==> config.mk <==
export PLATFORM = sky130hd
export DESIGN_NAME = dtc_timer_top
export DESIGN_NICKNAME = d
export VERILOG_FILES = /design/src/core/dtc_pkg.sv /design/src/core/dtc_prescale.sv /design/src/core/dtc_timer_top.sv
export SDC_FILE = /design/constraint.sdc
export NUM_CORES = 1
export LEC_CHECK = 0
export ABC_AREA = 1
export BUFFER_PORTS_ARGS = -buffer_cell sky130_fd_sc_hd__buf_2
export CAP_MARGIN = 20
export CORE_UTILIZATION = 25
export CTS_CLUSTER_DIAMETER = 60
export CTS_CLUSTER_SIZE = 24
export DETAILED_ROUTE_END_ITERATION = 12
export GPL_TIMING_DRIVEN = 0
export PLACE_DENSITY = 0.41
export SKIP_CTS_REPAIR_TIMING = 1
export SLEW_MARGIN = 20
export SYNTH_ARGS = -nofsm -noshare
export SYNTH_HDL_FRONTEND = slang
export SYNTH_HIERARCHICAL = 1
export SYNTH_SLANG_ARGS = --single-unit
==> constraint.sdc <==
create_clock -name core_clk_i -period 5.3 [get_ports core_clk_i]
set_input_delay 0.795 -clock core_clk_i [delete_from_list [all_inputs] [get_ports core_clk_i]]
set_output_delay 0.795 -clock core_clk_i [all_outputs]
set_load 0.02 [all_outputs]
==> src/core/dtc_pkg.sv <==
// constants and types shared by the dual 8-bit timer block
package dtc_pkg;

   // clock rates: core clock and the main system clock it stands in for
   localparam int unsigned CORE_HZ = 25_000_000;
   localparam int unsigned FX_HZ   = 5_000_000;
   localparam int unsigned FX_DIV  = CORE_HZ / FX_HZ;

   // byte addresses of the memory-mapped registers
   localparam logic [15:0] ADDR_COUNTER_A     = 16'hff62;
   localparam logic [15:0] ADDR_COMPARE_A     = 16'hff63;
   localparam logic [15:0] ADDR_COUNTER_A_CTL = 16'hff65;
   localparam logic [15:0] ADDR_COUNTER_B     = 16'hff66;
   localparam logic [15:0] ADDR_COMPARE_B_LO  = 16'hff67;
   localparam logic [15:0] ADDR_COMPARE_B_HI  = 16'hff68;
   localparam logic [15:0] ADDR_COUNTER_B_CTL = 16'hff69;
   localparam logic [15:0] ADDR_CARRIER_CTL   = 16'hff6a;

   // writable bits of the control registers, others read zero
   localparam logic [7:0] CTL_A_MASK   = 8'h9a;
   localparam logic [7:0] CTL_B_MASK   = 8'hbf;
   localparam logic [7:0] CARRIER_MASK = 8'h07;
   localparam logic [7:0] CTL_RESET    = 8'h00;
   localparam logic [7:0] COUNT_RESET  = 8'h00;

   // field positions
   localparam int unsigned CTL_RUN_BIT   = 7;
   localparam int unsigned CTL_A_CLK_LSB = 3;
   localparam int unsigned CTL_A_MODE2   = 1;
   localparam int unsigned CTL_B_CLK_LSB = 3;
   localparam int unsigned CTL_B_MODE1   = 2;
   localparam int unsigned CTL_B_MODE0   = 1;
   localparam int unsigned CTL_B_OE_BIT  = 0;
   localparam int unsigned CAR_RMC_BIT   = 2;
   localparam int unsigned CAR_NRZB_BIT  = 1;
   localparam int unsigned CAR_NRZ_BIT   = 0;

   // prescaler tap indices: fx, /2, /4, /8, /16, /64, /256
   localparam int unsigned TAP_COUNT = 7;
   localparam int unsigned TAP_FX    = 0;
   localparam int unsigned TAP_D2    = 1;
   localparam int unsigned TAP_D4    = 2;
   localparam int unsigned TAP_D8    = 3;
   localparam int unsigned TAP_D16   = 4;
   localparam int unsigned TAP_D64   = 5;
   localparam int unsigned TAP_D256  = 6;

   typedef enum logic [2:0] {
      MODE_DISCRETE = 3'b000,
      MODE_CASCADE  = 3'b101,
      MODE_CARRIER  = 3'b011,
      MODE_PWM      = 3'b010
   } dtc_mode_t;

endpackage

==> src/core/dtc_prescale.sv <==
// divider turning the core clock into fx and its binary sub-rates
`timescale 1ns/1ps
`default_nettype none
module dtc_prescale
   import dtc_pkg::*;
#(
   parameter int unsigned DIV = FX_DIV
)
(
   // clock and reset
   input  wire logic                 core_clk_i,
   input  wire logic                 rst_i,
   // one-cycle enables, one per tap
   output logic [TAP_COUNT-1:0]      tick_o
);

   generate
      if (DIV < 1 || DIV > 255)
      begin : g_bad_div
         $error("prescaler divide must be 1 to 255");
      end
   endgenerate

   logic [7:0] div_reg;
   logic [7:0] div_next;
   logic [7:0] pre_reg;
   logic [7:0] pre_next;
   logic       fx_tick;

   assign fx_tick = (div_reg == 8'(DIV - 1));

   always_comb
   begin
      div_next = fx_tick ? 8'h00 : div_reg + 8'h01;
      pre_next = fx_tick ? pre_reg + 8'h01 : pre_reg;
   end

   always_ff @(posedge core_clk_i)
   begin
      if (rst_i)
      begin
         div_reg <= 8'h00;
         pre_reg <= 8'h00;
      end
      else
      begin
         div_reg <= div_next;
         pre_reg <= pre_next;
      end
   end

   // a tap fires when every lower prescaler bit is one
   assign tick_o[TAP_FX]   = fx_tick;
   assign tick_o[TAP_D2]   = fx_tick && (pre_reg[0] == 1'b1);
   assign tick_o[TAP_D4]   = fx_tick && (pre_reg[1:0] == 2'h3);
   assign tick_o[TAP_D8]   = fx_tick && (pre_reg[2:0] == 3'h7);
   assign tick_o[TAP_D16]  = fx_tick && (pre_reg[3:0] == 4'hf);
   assign tick_o[TAP_D64]  = fx_tick && (pre_reg[5:0] == 6'h3f);
   assign tick_o[TAP_D256] = fx_tick && (pre_reg == 8'hff);

endmodule
`default_nettype wire

==> src/core/dtc_timer_top.sv <==
// two 8-bit timers with cascade, carrier and PWM modes
`timescale 1ns/1ps
`default_nettype none
module dtc_timer_top
   import dtc_pkg::*;
#(
   parameter int unsigned CLK_DIV = FX_DIV
)
(
   // clock and reset
   input  wire logic        core_clk_i,
   input  wire logic        rst_i,
   // cpu memory access
   input  wire logic [15:0] cpu_addr_i,
   input  wire logic        cpu_wr_i,
   input  wire logic        cpu_rd_i,
   input  wire logic [7:0]  cpu_wdata_i,
   output logic      [7:0]  cpu_rdata_o,
   // interrupt requests
   output logic             counter_a_match_irq_o,
   output logic             counter_b_match_irq_o,
   // shared port pin
   input  wire logic        shared_port_latch_i,
   input  wire logic        shared_port_direction_i,
   output logic             timer_output_pin_o,
   output logic             timer_output_pin_oe_n_o
);

   logic [TAP_COUNT-1:0] tick;

   dtc_prescale #(
      .DIV (CLK_DIV)
   ) u_prescale (
      .core_clk_i (core_clk_i),
      .rst_i      (rst_i),
      .tick_o     (tick)
   );

   // register state
   logic [7:0] ctl_a_reg;
   logic [7:0] ctl_a_next;
   logic [7:0] ctl_b_reg;
   logic [7:0] ctl_b_next;
   logic [7:0] car_reg;
   logic [7:0] car_next;
   logic [7:0] cmp_a_reg;
   logic [7:0] cmp_a_next;
   logic [7:0] cmp_lo_reg;
   logic [7:0] cmp_lo_next;
   logic [7:0] cmp_hi_reg;
   logic [7:0] cmp_hi_next;
   logic [7:0] rdata_reg;
   logic [7:0] rdata_next;

   // counter state
   logic [7:0] cnt_a_reg;
   logic [7:0] cnt_a_next;
   logic [7:0] cnt_b_reg;
   logic [7:0] cnt_b_next;
   logic       level_reg;
   logic       level_next;
   logic       irq_a_reg;
   logic       irq_a_next;
   logic       irq_b_reg;
   logic       irq_b_next;
   logic       pin_reg;
   logic       pin_next;
   logic       oe_n_reg;
   logic       oe_n_next;

   dtc_mode_t  mode;
   logic       run_a;
   logic       run_b;
   logic       tick_a;
   logic       tick_b;
   logic       b_evt;
   logic       b_rise;
   logic       b_ovf;
   logic       a_evt;
   logic       tout;

   // selects a prescaler tap; prohibited codes give no tick
   function automatic logic pick_b(input logic [2:0] sel,
                                   input logic [TAP_COUNT-1:0] t);
      case (sel)
         3'h0:    pick_b = t[TAP_FX];
         3'h1:    pick_b = t[TAP_D4];
         3'h2:    pick_b = t[TAP_D2];
         3'h3:    pick_b = t[TAP_D4];
         3'h4:    pick_b = t[TAP_D8];
         3'h5:    pick_b = t[TAP_D16];
         default: pick_b = 1'b0;
      endcase
   endfunction

   assign mode  = dtc_mode_t'({ctl_a_reg[CTL_A_MODE2],
                               ctl_b_reg[CTL_B_MODE1],
                               ctl_b_reg[CTL_B_MODE0]});
   assign run_a = ctl_a_reg[CTL_RUN_BIT];
   assign run_b = ctl_b_reg[CTL_RUN_BIT];
   assign tick_b = pick_b(ctl_b_reg[CTL_B_CLK_LSB +: 3], tick);

   // register writes; compare registers take whole bytes
   always_comb
   begin
      ctl_a_next  = ctl_a_reg;
      ctl_b_next  = ctl_b_reg;
      car_next    = car_reg;
      cmp_a_next  = cmp_a_reg;
      cmp_lo_next = cmp_lo_reg;
      cmp_hi_next = cmp_hi_reg;
      if (cpu_wr_i)
      begin
         case (cpu_addr_i)
            ADDR_COUNTER_A_CTL: ctl_a_next  = cpu_wdata_i & CTL_A_MASK;
            ADDR_COUNTER_B_CTL: ctl_b_next  = cpu_wdata_i & CTL_B_MASK;
            ADDR_CARRIER_CTL:   car_next    = cpu_wdata_i & CARRIER_MASK;
            ADDR_COMPARE_A:     cmp_a_next  = cpu_wdata_i;
            ADDR_COMPARE_B_LO:  cmp_lo_next = cpu_wdata_i;
            ADDR_COMPARE_B_HI:  cmp_hi_next = cpu_wdata_i;
            default:            ;
         endcase
      end
      // nrz takes its buffered value on each counter A match
      if (a_evt)
      begin
         car_next[CAR_NRZ_BIT] = car_next[CAR_NRZB_BIT];
      end
      rdata_next = rdata_reg;
      if (cpu_rd_i)
      begin
         case (cpu_addr_i)
            ADDR_COUNTER_A:     rdata_next = cnt_a_reg;
            ADDR_COUNTER_B:     rdata_next = cnt_b_reg;
            ADDR_COMPARE_A:     rdata_next = cmp_a_reg;
            ADDR_COMPARE_B_LO:  rdata_next = cmp_lo_reg;
            ADDR_COMPARE_B_HI:  rdata_next = cmp_hi_reg;
            ADDR_COUNTER_A_CTL: rdata_next = ctl_a_reg;
            ADDR_COUNTER_B_CTL: rdata_next = ctl_b_reg;
            ADDR_CARRIER_CTL:   rdata_next = car_reg;
            default:            rdata_next = 8'h00;
         endcase
      end
   end

   // counters and output level
   always_comb
   begin
      cnt_a_next = cnt_a_reg;
      cnt_b_next = cnt_b_reg;
      level_next = level_reg;
      irq_a_next = 1'b0;
      irq_b_next = 1'b0;
      b_evt      = 1'b0;
      b_rise     = 1'b0;
      b_ovf      = tick_b && (cnt_b_reg == 8'hff);
      a_evt      = 1'b0;
      tick_a     = 1'b0;
      case (mode)
         MODE_CASCADE:
         begin
            // B's run bit controls both, A's ignored
            if (!run_b)
            begin
               cnt_a_next = COUNT_RESET;
               cnt_b_next = COUNT_RESET;
               level_next = 1'b0;
            end
            else if (tick_b)
            begin
               // double match clears both; only B's irq
               if (cnt_a_reg == cmp_a_reg && cnt_b_reg == cmp_lo_reg)
               begin
                  cnt_a_next = COUNT_RESET;
                  cnt_b_next = COUNT_RESET;
                  irq_b_next = 1'b1;
                  level_next = !level_reg;
               end
               else
               begin
                  cnt_b_next = cnt_b_reg + 8'h01;
                  // A counts on B's carry out
                  if (b_ovf)
                  begin
                     cnt_a_next = cnt_a_reg + 8'h01;
                  end
               end
            end
         end
         MODE_CARRIER, MODE_PWM:
         begin
            // stopped: clear, next phase is high
            if (!run_b)
            begin
               cnt_b_next = COUNT_RESET;
               level_next = 1'b1;
            end
            else if (tick_b)
            begin
               if (level_reg ? (cnt_b_reg == cmp_hi_reg)
                             : (cnt_b_reg == cmp_lo_reg))
               begin
                  cnt_b_next = COUNT_RESET;
                  level_next = !level_reg;
                  b_evt      = 1'b1;
                  b_rise     = !level_reg;
                  irq_b_next = 1'b1;
               end
               else
               begin
                  cnt_b_next = cnt_b_reg + 8'h01;
               end
            end
         end
         default:
         begin
            // discrete B clears on stop, match, overflow
            if (!run_b)
            begin
               cnt_b_next = COUNT_RESET;
               level_next = 1'b0;
            end
            else if (tick_b)
            begin
               if (cnt_b_reg == cmp_lo_reg)
               begin
                  cnt_b_next = COUNT_RESET;
                  b_evt      = 1'b1;
                  irq_b_next = 1'b1;
                  level_next = !level_reg;
               end
               else
               begin
                  cnt_b_next = cnt_b_reg + 8'h01;
               end
            end
         end
      endcase
      // counter A as its own interval timer outside cascade
      if (mode != MODE_CASCADE)
      begin
         case (ctl_a_reg[CTL_A_CLK_LSB +: 2])
            2'h0:    tick_a = tick[TAP_D64];
            2'h1:    tick_a = tick[TAP_D256];
            2'h2:    tick_a = b_evt;
            default: tick_a = b_rise;
         endcase
         // discrete A clears on stop, match, overflow
         if (!run_a)
         begin
            cnt_a_next = COUNT_RESET;
         end
         else if (tick_a)
         begin
            if (cnt_a_reg == cmp_a_reg)
            begin
               cnt_a_next = COUNT_RESET;
               a_evt      = 1'b1;
               irq_a_next = 1'b1;
            end
            else
            begin
               cnt_a_next = cnt_a_reg + 8'h01;
            end
         end
      end
   end

   // carrier gated by nrz; PWM level straight out
   assign tout = (mode == MODE_CARRIER)
                 ? (car_reg[CAR_NRZ_BIT] &&
                    (car_reg[CAR_RMC_BIT] || level_reg))
                 : level_reg;

   always_comb
   begin
      // port latch on the pin while timer output is off
      pin_next  = ctl_b_reg[CTL_B_OE_BIT] ? tout : shared_port_latch_i;
      oe_n_next = shared_port_direction_i;
   end

   always_ff @(posedge core_clk_i)
   begin
      cmp_a_reg  <= cmp_a_next;
      cmp_lo_reg <= cmp_lo_next;
      cmp_hi_reg <= cmp_hi_next;
   end

   always_ff @(posedge core_clk_i)
   begin
      if (rst_i)
      begin
         ctl_a_reg <= CTL_RESET;
         ctl_b_reg <= CTL_RESET;
         car_reg   <= CTL_RESET;
         rdata_reg <= 8'h00;
         cnt_a_reg <= COUNT_RESET;
         cnt_b_reg <= COUNT_RESET;
         level_reg <= 1'b0;
         irq_a_reg <= 1'b0;
         irq_b_reg <= 1'b0;
         pin_reg   <= 1'b0;
         oe_n_reg  <= 1'b1;
      end
      else
      begin
         ctl_a_reg <= ctl_a_next;
         ctl_b_reg <= ctl_b_next;
         car_reg   <= car_next;
         rdata_reg <= rdata_next;
         cnt_a_reg <= cnt_a_next;
         cnt_b_reg <= cnt_b_next;
         level_reg <= level_next;
         irq_a_reg <= irq_a_next;
         irq_b_reg <= irq_b_next;
         pin_reg   <= pin_next;
         oe_n_reg  <= oe_n_next;
      end
   end

   assign cpu_rdata_o             = rdata_reg;
   assign counter_a_match_irq_o   = irq_a_reg;
   assign counter_b_match_irq_o   = irq_b_reg;
   assign timer_output_pin_o      = pin_reg;
   assign timer_output_pin_oe_n_o = oe_n_reg;
endmodule
`default_nettype wire

==> results of run 1 <==
==> cell usage after synthesis (6+ instances only) <==
cell type	count	area [sq um]
o211ai_1	9	67.6
ha_1	7	87.6
edfxtp_1	24	721
inv_1	90	338
o22ai_1	18	113
nor2_1	75	282
xor2_1	15	131
o21ai_0	29	145
nand4_1	10	62.6
nand2_2	6	37.5
nand2_1	131	492
inv_2	7	26.3
nor3_1	14	70.1
dfxtp_1	59	1180
nand3_1	57	285
a21oi_1	43	215
==> power by group <==
group	internal (mW)	switching, mW	leakage, nW
registers	0.656	0.00398	0.692
logic	0.0183	0.0364	1.49
clock network	0.405	0.256	0.155
total	1.08	0.296	2.34
==> through the flow <==
stage,util (%),std cells,worst slack [ns]
6_report,30.2,927,2.40
3_5_place_dp,28.5,912,2.39
3_3_place_gp,28.4,911,1.84
5_1_grt,30.2,927,2.10
4_1_cts,30.2,927,2.37
2_1_floorplan,-,642,2.75
==> worst register-to-register path, delay by kind of cell, from the launching register on <==
kind,cells,cell delay (ns)
flops,1,0.34
simple gates,7,1.71
fa+ha+maj,1,0.16
compound gates,3,0.33
buf+inv,2,0.22
==> kinds of logic after synthesis <==
group | synth area share (%)
and+or+nand+nor | 29.3
buffers and inverters | 9.96
AOI/OAI and AO/OA | 13.2
DFF | 40.9
xor gates and xnor gates | 4.28
adders and majority gates | 1.88
muxes | 0.458
==> cell type report <==
type / count / area [sq um] / area share (%)
clock buffer: 12 / 268 / 4.91
buffer: 13 / 87.6 / 1.61
inverter: 99 / 375 / 6.88
clock inverter: 3 / 42.5 / 0.780
multi-input combinational: 447 / 2290 / 42.0
sequential: 83 / 1900 / 34.9
tap: 229 / 287 / 5.25
timing repair buffer: 41 / 205 / 3.76
==> per-layer routing <==
metal / track usage (%) / wire length, um / vias to the layer above
met5: 0 / 0 / -
li1: - / - / 2221
met3: 3.01 / 634 / 21
met2: 25.0 / 6480 / 110
met1: 20.5 / 6740 / 2031
met4: 7.21 / 376 / 0
==> how the worst max path moves through the flow <==
| stage | endpoint | cells after the start | slack, ns | startpoint |
|---|---|---|---|---|
| 3_5_place_dp | cnt_a_reg[1] | 13 | 2.39 | u_prescale/div_reg[0] |
| 3_3_place_gp | cmp_hi_reg[2] | 5 | 1.84 | cpu_addr_i[4] |
| 6_report | cnt_a_reg[1] | 13 | 2.40 | u_prescale/div_reg[0] |
| 5_1_grt | cnt_a_reg[2] | 13 | 2.10 | u_prescale/div_reg[0] |
| 2_1_floorplan | cmp_hi_reg[0] | 4 | 2.75 | cpu_addr_i[4] |
| 4_1_cts | cnt_a_reg[1] | 13 | 2.37 | u_prescale/div_reg[0] |
==> flow_summary_export.csv, run 1 <==
group,metric,value,unit
worst_setup_path,end_kind,"flop",
min_path,hold_depth,2,
detailed_routing,drcViolationCount,2,
clock_network,htree_levels,3,
min_path,holdCritPathClass,"reg2reg",
clock_network,cts_tree,"done",
clock_network,cts_sinks,83,
worst_setup_path,worst-r2r-setup-slack,2.40,ns
detailed_routing,finalWirelength,14200,um
worst_setup_path,worst_setup_path_start_kind,"flop",
timing,fin_setup_tns,0,ns
cells_and_area,final_area,5460,sq um
synth,yosysWarningCount,6,
timing,finalCriticalPeriod,2.90,ns
synth,syn_nets,679,
clock_network,cts_root_buf,"clkbuf_16",
die,coreArea,18100,sq um
detailed_routing,drt_first_pass_iters,9,
worst_setup_path,worstReg2RegStart,"u_prescale/div_reg[0]",
synth,syn_inst,642,
worst_setup_path,crit_path_top_delay_cell,"nor3_1",
cells_and_area,drive_gt1_share,13.5,%
synth,synth_cell_types,45,
detailed_routing,post_drt_wl_per_cell,15.4,um
grt,gr-total-overflow,0,
timing,slew_headroom,41.7,%
grt,grt_pass1_vias,4214,
grt,grt_max_degree,14,
synth,synth_seq_area_share,40.9,%
die,die_y,138,um
placed_design,placed_cell_area,5150,sq um
grt,grt_pass1_wl,22900,um
cells_and_area,final_cell_mix,"131 x nand2_1, 90 x inv_1, 75 x nor2_1",
detailed_routing,antenna_left,0,
placed_design,numPortBuffers,40,
timing,clock_skew,0.00886,ns
grt,grt_usage,15.7,%
worst_setup_path,r2r.worst_path.cells,13,
synth,ys_ff_latch,83,
synth,ys.flop_type,"dfxtp_1",
cells_and_area,diodes,0,
clock_network,cts_made_buffers,9,
clock_network,clk_latency,0.35,ns
worst_setup_path,regToRegEndpoint,"cnt_a_reg[1]",
clock_network,path_clk_slew,0.06,ns
worst_setup_path,crit_arrival,3.10,ns
synth,postSynth.asyncResetShare,0,%
timing,worst-slew-pin-transition,0.871,ns
worst_setup_path,worst-path-buf-inv,2,
run,drv_cap,0,
timing,report.final.slew_viol_count,0,
detailed_routing,drt_iter0_markers,295,
run_status,failed_checks,"design-rule violations",
min_path,min_from,"cpu_rdata_o[5]",
cells_and_area,fin_nets,731,
pwr,power_density,252,nW/um^2
pwr,power,1.38,mW
synth,synth_edf_count,24,
worst_setup_path,crit_fanout,8,
die,die_area,19100,sq um
timing,max_freq,345,MHz
die,start_util,25.7,%
timing,setup_viol,0,
worst_setup_path,path_cells,"inv_1 -> ha_1 -> nand3_2 -> nor2_4 -> inv_1 -> nor2_1 -> o21ai_0 -> nand2_1 -> nand3_2 -> nor3_1 -> nand2_1 -> o211ai_1 -> a21oi_1",
worst_setup_path,cp_slowest_stage_delay,0.70,ns
worst_setup_path,path_class,"reg2reg",
clock_network,cts.path.max_buffers,2,
timing,timing.final.crit_share,54.6,%
synth,synth_area,4650,sq um
cells_and_area,nFillCells,1960,
detailed_routing,viasPerCell,4.73,
worst_setup_path,critPathRequiredTime,5.51,ns
timing,rsz0062_at_grt,"false",
die,rows,49,
detailed_routing,vias,4383,
die,boundaryPins,42,
min_path,hold_path_end,"cpu_rdata_o[5]",
timing,hold_viol,0,
worst_setup_path,crit_family,"simple AND/OR/NAND/NOR gates",
placed_design,place.gp.congestion,0.892,
run_status,run_status,"finished, violations left",
synth,syn_avg_cell_area,7.24,sq um
die,die_w,138,um
grt,antenna_found_initial,0,
cells_and_area,layout_commonest_cell,"nand2_1",
pwr,p_leak,2.34,nW
timing,hold_slack,0.462,ns
cells_and_area,area_growth,17.4,%
placed_design,dpl.hpwl,11400,um
pwr,vdd_drop_max,149,uV
Power figures use the tool's default switching activity.
==> run 2: changes to the inputs <==
==> constraint.sdc (replaced) <==
create_clock -name core_clk_i -period 2.7 [get_ports core_clk_i]
set_input_delay 0.405 -clock core_clk_i [delete_from_list [all_inputs] [get_ports core_clk_i]]
set_output_delay 0.405 -clock core_clk_i [all_outputs]
set_load 0.02 [all_outputs]
==> run 2 against run 1 <==
Effect of this change:
- the flow still finishes with violations (design-rule violations)
- via count down 0.23%
- global-route usage unchanged
- final area grew 1.8%
- critical path depth increased by 6
- clock skew about the same
- clock-buffer cell count stayed put
- sequential power is 97% higher
- largest cell class unchanged
- highest routed layer unchanged
==> flow_summary_export.csv, run 2 (synthesis results as in run 1) <==
group,metric,value,unit
detailed_routing,antenna_left,0,
worst_setup_path,path_class,"reg2reg",
pwr,vdd_drop_max,293,uV
timing,report.final.slew_viol_count,0,
cells_and_area,layout_commonest_cell,"nand2_1",
timing,setup_viol,0,
timing,rsz0062_at_grt,"false",
pwr,p_leak,2.39,nW
worst_setup_path,worst-r2r-setup-slack,0.21,ns
cells_and_area,area_growth,19.5,%
cells_and_area,fin_nets,737,
detailed_routing,wl_met2,6550,um
pwr,pwr-share-comb,4.2,%
timing,timing.final.crit_share,92.2,%
timing,worst-slew-pin-transition,0.881,ns
grt,grt_pass1_wl,22900,um
cells_and_area,nFillCells,1950,
worst_setup_path,worst_setup_path_start_kind,"flop",
detailed_routing,drt_iter0_markers,297,
run_status,run_status,"finished, violations left",
cells_and_area,diodes,0,
cells_and_area,final_cell_mix,"131 x nand2_1, 89 x inv_1, 75 x nor2_1",
cells_and_area,seqCellArea,1900,sq um
detailed_routing,viasPerCell,4.69,
run,drv_cap,0,
detailed_routing,top_layer,"met4",
placed_design,dp_slack,-0.214,ns
die,die_area,19100,sq um
timing,hold_viol,0,
grt,grt_usage,15.7,%
die,coreArea,18100,sq um
detailed_routing,wl_met3,625,um
detailed_routing,drt_first_pass_iters,9,
timing,slew_headroom,41.1,%
timing,hold_slack,0.237,ns
die,start_util,25.7,%
clock_network,path_clk_slew,0.06,ns
timing,max_freq,402,MHz
cells_and_area,multi_input_area,2330,sq um
worst_setup_path,crit_fanout,6,
grt,antenna_found_initial,0,
pwr,swShare,21.6,%
timing,finalCriticalPeriod,2.49,ns
detailed_routing,drcViolationCount,2,
pwr,power_density,488,nW/um^2
grt,gr-total-overflow,0,
detailed_routing,post_drt_wl_per_cell,15.3,um
grt,grt_max_degree,14,
grt,grt_pass1_vias,4214,
die,die_y,138,um
clock_network,cts_made_buffers,9,
pwr,internal_power,2.12,mW
pwr,p_switching,586,uW
timing,setup_slack,0.211,ns
die,boundaryPins,42,
clock_network,htree_levels,3,
timing,clock_skew,0.00862,ns
pwr,share_seq_of_total_power,47.9,%
worst_setup_path,critPathRequiredTime,2.91,ns
placed_design,place.gp.congestion,0.892,
clock_network,cts.path.max_buffers,2,
detailed_routing,vias,4373,
clock_network,cts_root_buf,"clkbuf_16",
die,rows,49,
worst_setup_path,end_kind,"flop",
pwr,power,2.71,mW
placed_design,numPortBuffers,40,
clock_network,clk_latency,0.35,ns
die,die_w,138,um
placed_design,dpl.hpwl,11400,um
run_status,failed_checks,"design-rule violations",
detailed_routing,drt-met1-wl,6770,um
clock_network,cts_tree,"done",
pwr,p_clk_share,48.0,%
detailed_routing,finalWirelength,14300,um
cells_and_area,drive_gt1_share,14.8,%
clock_network,cts_sinks,83,
worst_setup_path,crit_arrival,2.70,ns
min_path,holdCritPathClass,"in2reg",
[run 2: changes by cell type in the layout (fill, tap and decap cells not counted), sizes merged]
| cell | delta |
|---|---|
| buf | +6 |
[run 2: per-layer routing]
layer,vias to the layer above,global-route usage (%)
met5,-,0
met4,0,7.21
met3,18,3.01
met2,86,25.0
met1,2031,20.5
li1,2238,-
[run 2: path summary, 6_finish.rpt]
| path | startpoint | cells past startpoint | to |
|---|---|---|---|
| setup / recovery | u_prescale/div_reg[0] | 19 | cnt_a_reg[1] |
| hold / removal | shared_port_direction_i | 2 | timer_output_pin_oe_n_o |
| setup reg to reg | u_prescale/div_reg[0] | 19 | cnt_a_reg[1] |
| hold reg to reg | cpu_rdata_o[5] | 2 | cpu_rdata_o[5] |
[run 2: final cells by class]
class | instances | share of cell area, %
clock buffer | 12 | 4.82
buffer | 13 | 1.58
tap | 229 | 5.16
multi-input combinational | 447 | 41.9
sequential | 83 | 34.2
inverter | 99 | 6.76
clock inverter | 3 | 0.766
timing repair buffer | 47 | 4.73
[run 2: power groups by stage]
stage / Sequential [mW] / Combinational [mW] / Clock (mW)
3_5_place_dp: 1.32 / 0.109 / 0
2_1_floorplan: 1.32 / 0.0518 / 0
6_report: 1.30 / 0.113 / 1.30
4_1_cts: 1.30 / 0.109 / 1.34
3_3_place_gp: 1.32 / 0.107 / 0
5_1_grt: 1.30 / 0.128 / 1.39
[run 2: critical path: stages (launching register included)]
cell	delay (ns)
dfxtp_1	0.34
inv_1	0.07
ha_1	0.16
nand3_2	0.13
nor2_4	0.21
buf_4	0.15
nand2_1	0.04
inv_1	0.07
nor2_1	0.05
o21ai_2	0.18
nand3_4	0.12
nor2_1	0.14
nand2_1	0.08
nand2_2	0.07
nand2_2	0.06
nand2_4	0.11
buf_12	0.12
nand3_1	0.07
nand3_1	0.09
a21oi_1	0.07
[run 2: metrics by stage]
step | instances | area, sq um | utilization [%] | setup TNS [ns]
final | 933 | 5550 | 30.7 | 0
after global routing | 933 | 5550 | 30.7 | 0
after CTS | 927 | 5460 | 30.2 | -1.66
after detailed placement | 912 | 5150 | 28.5 | -1.44
after global placement | 911 | 5130 | 28.4 | -4.20
after floorplan | 642 | 4650 | - | 0
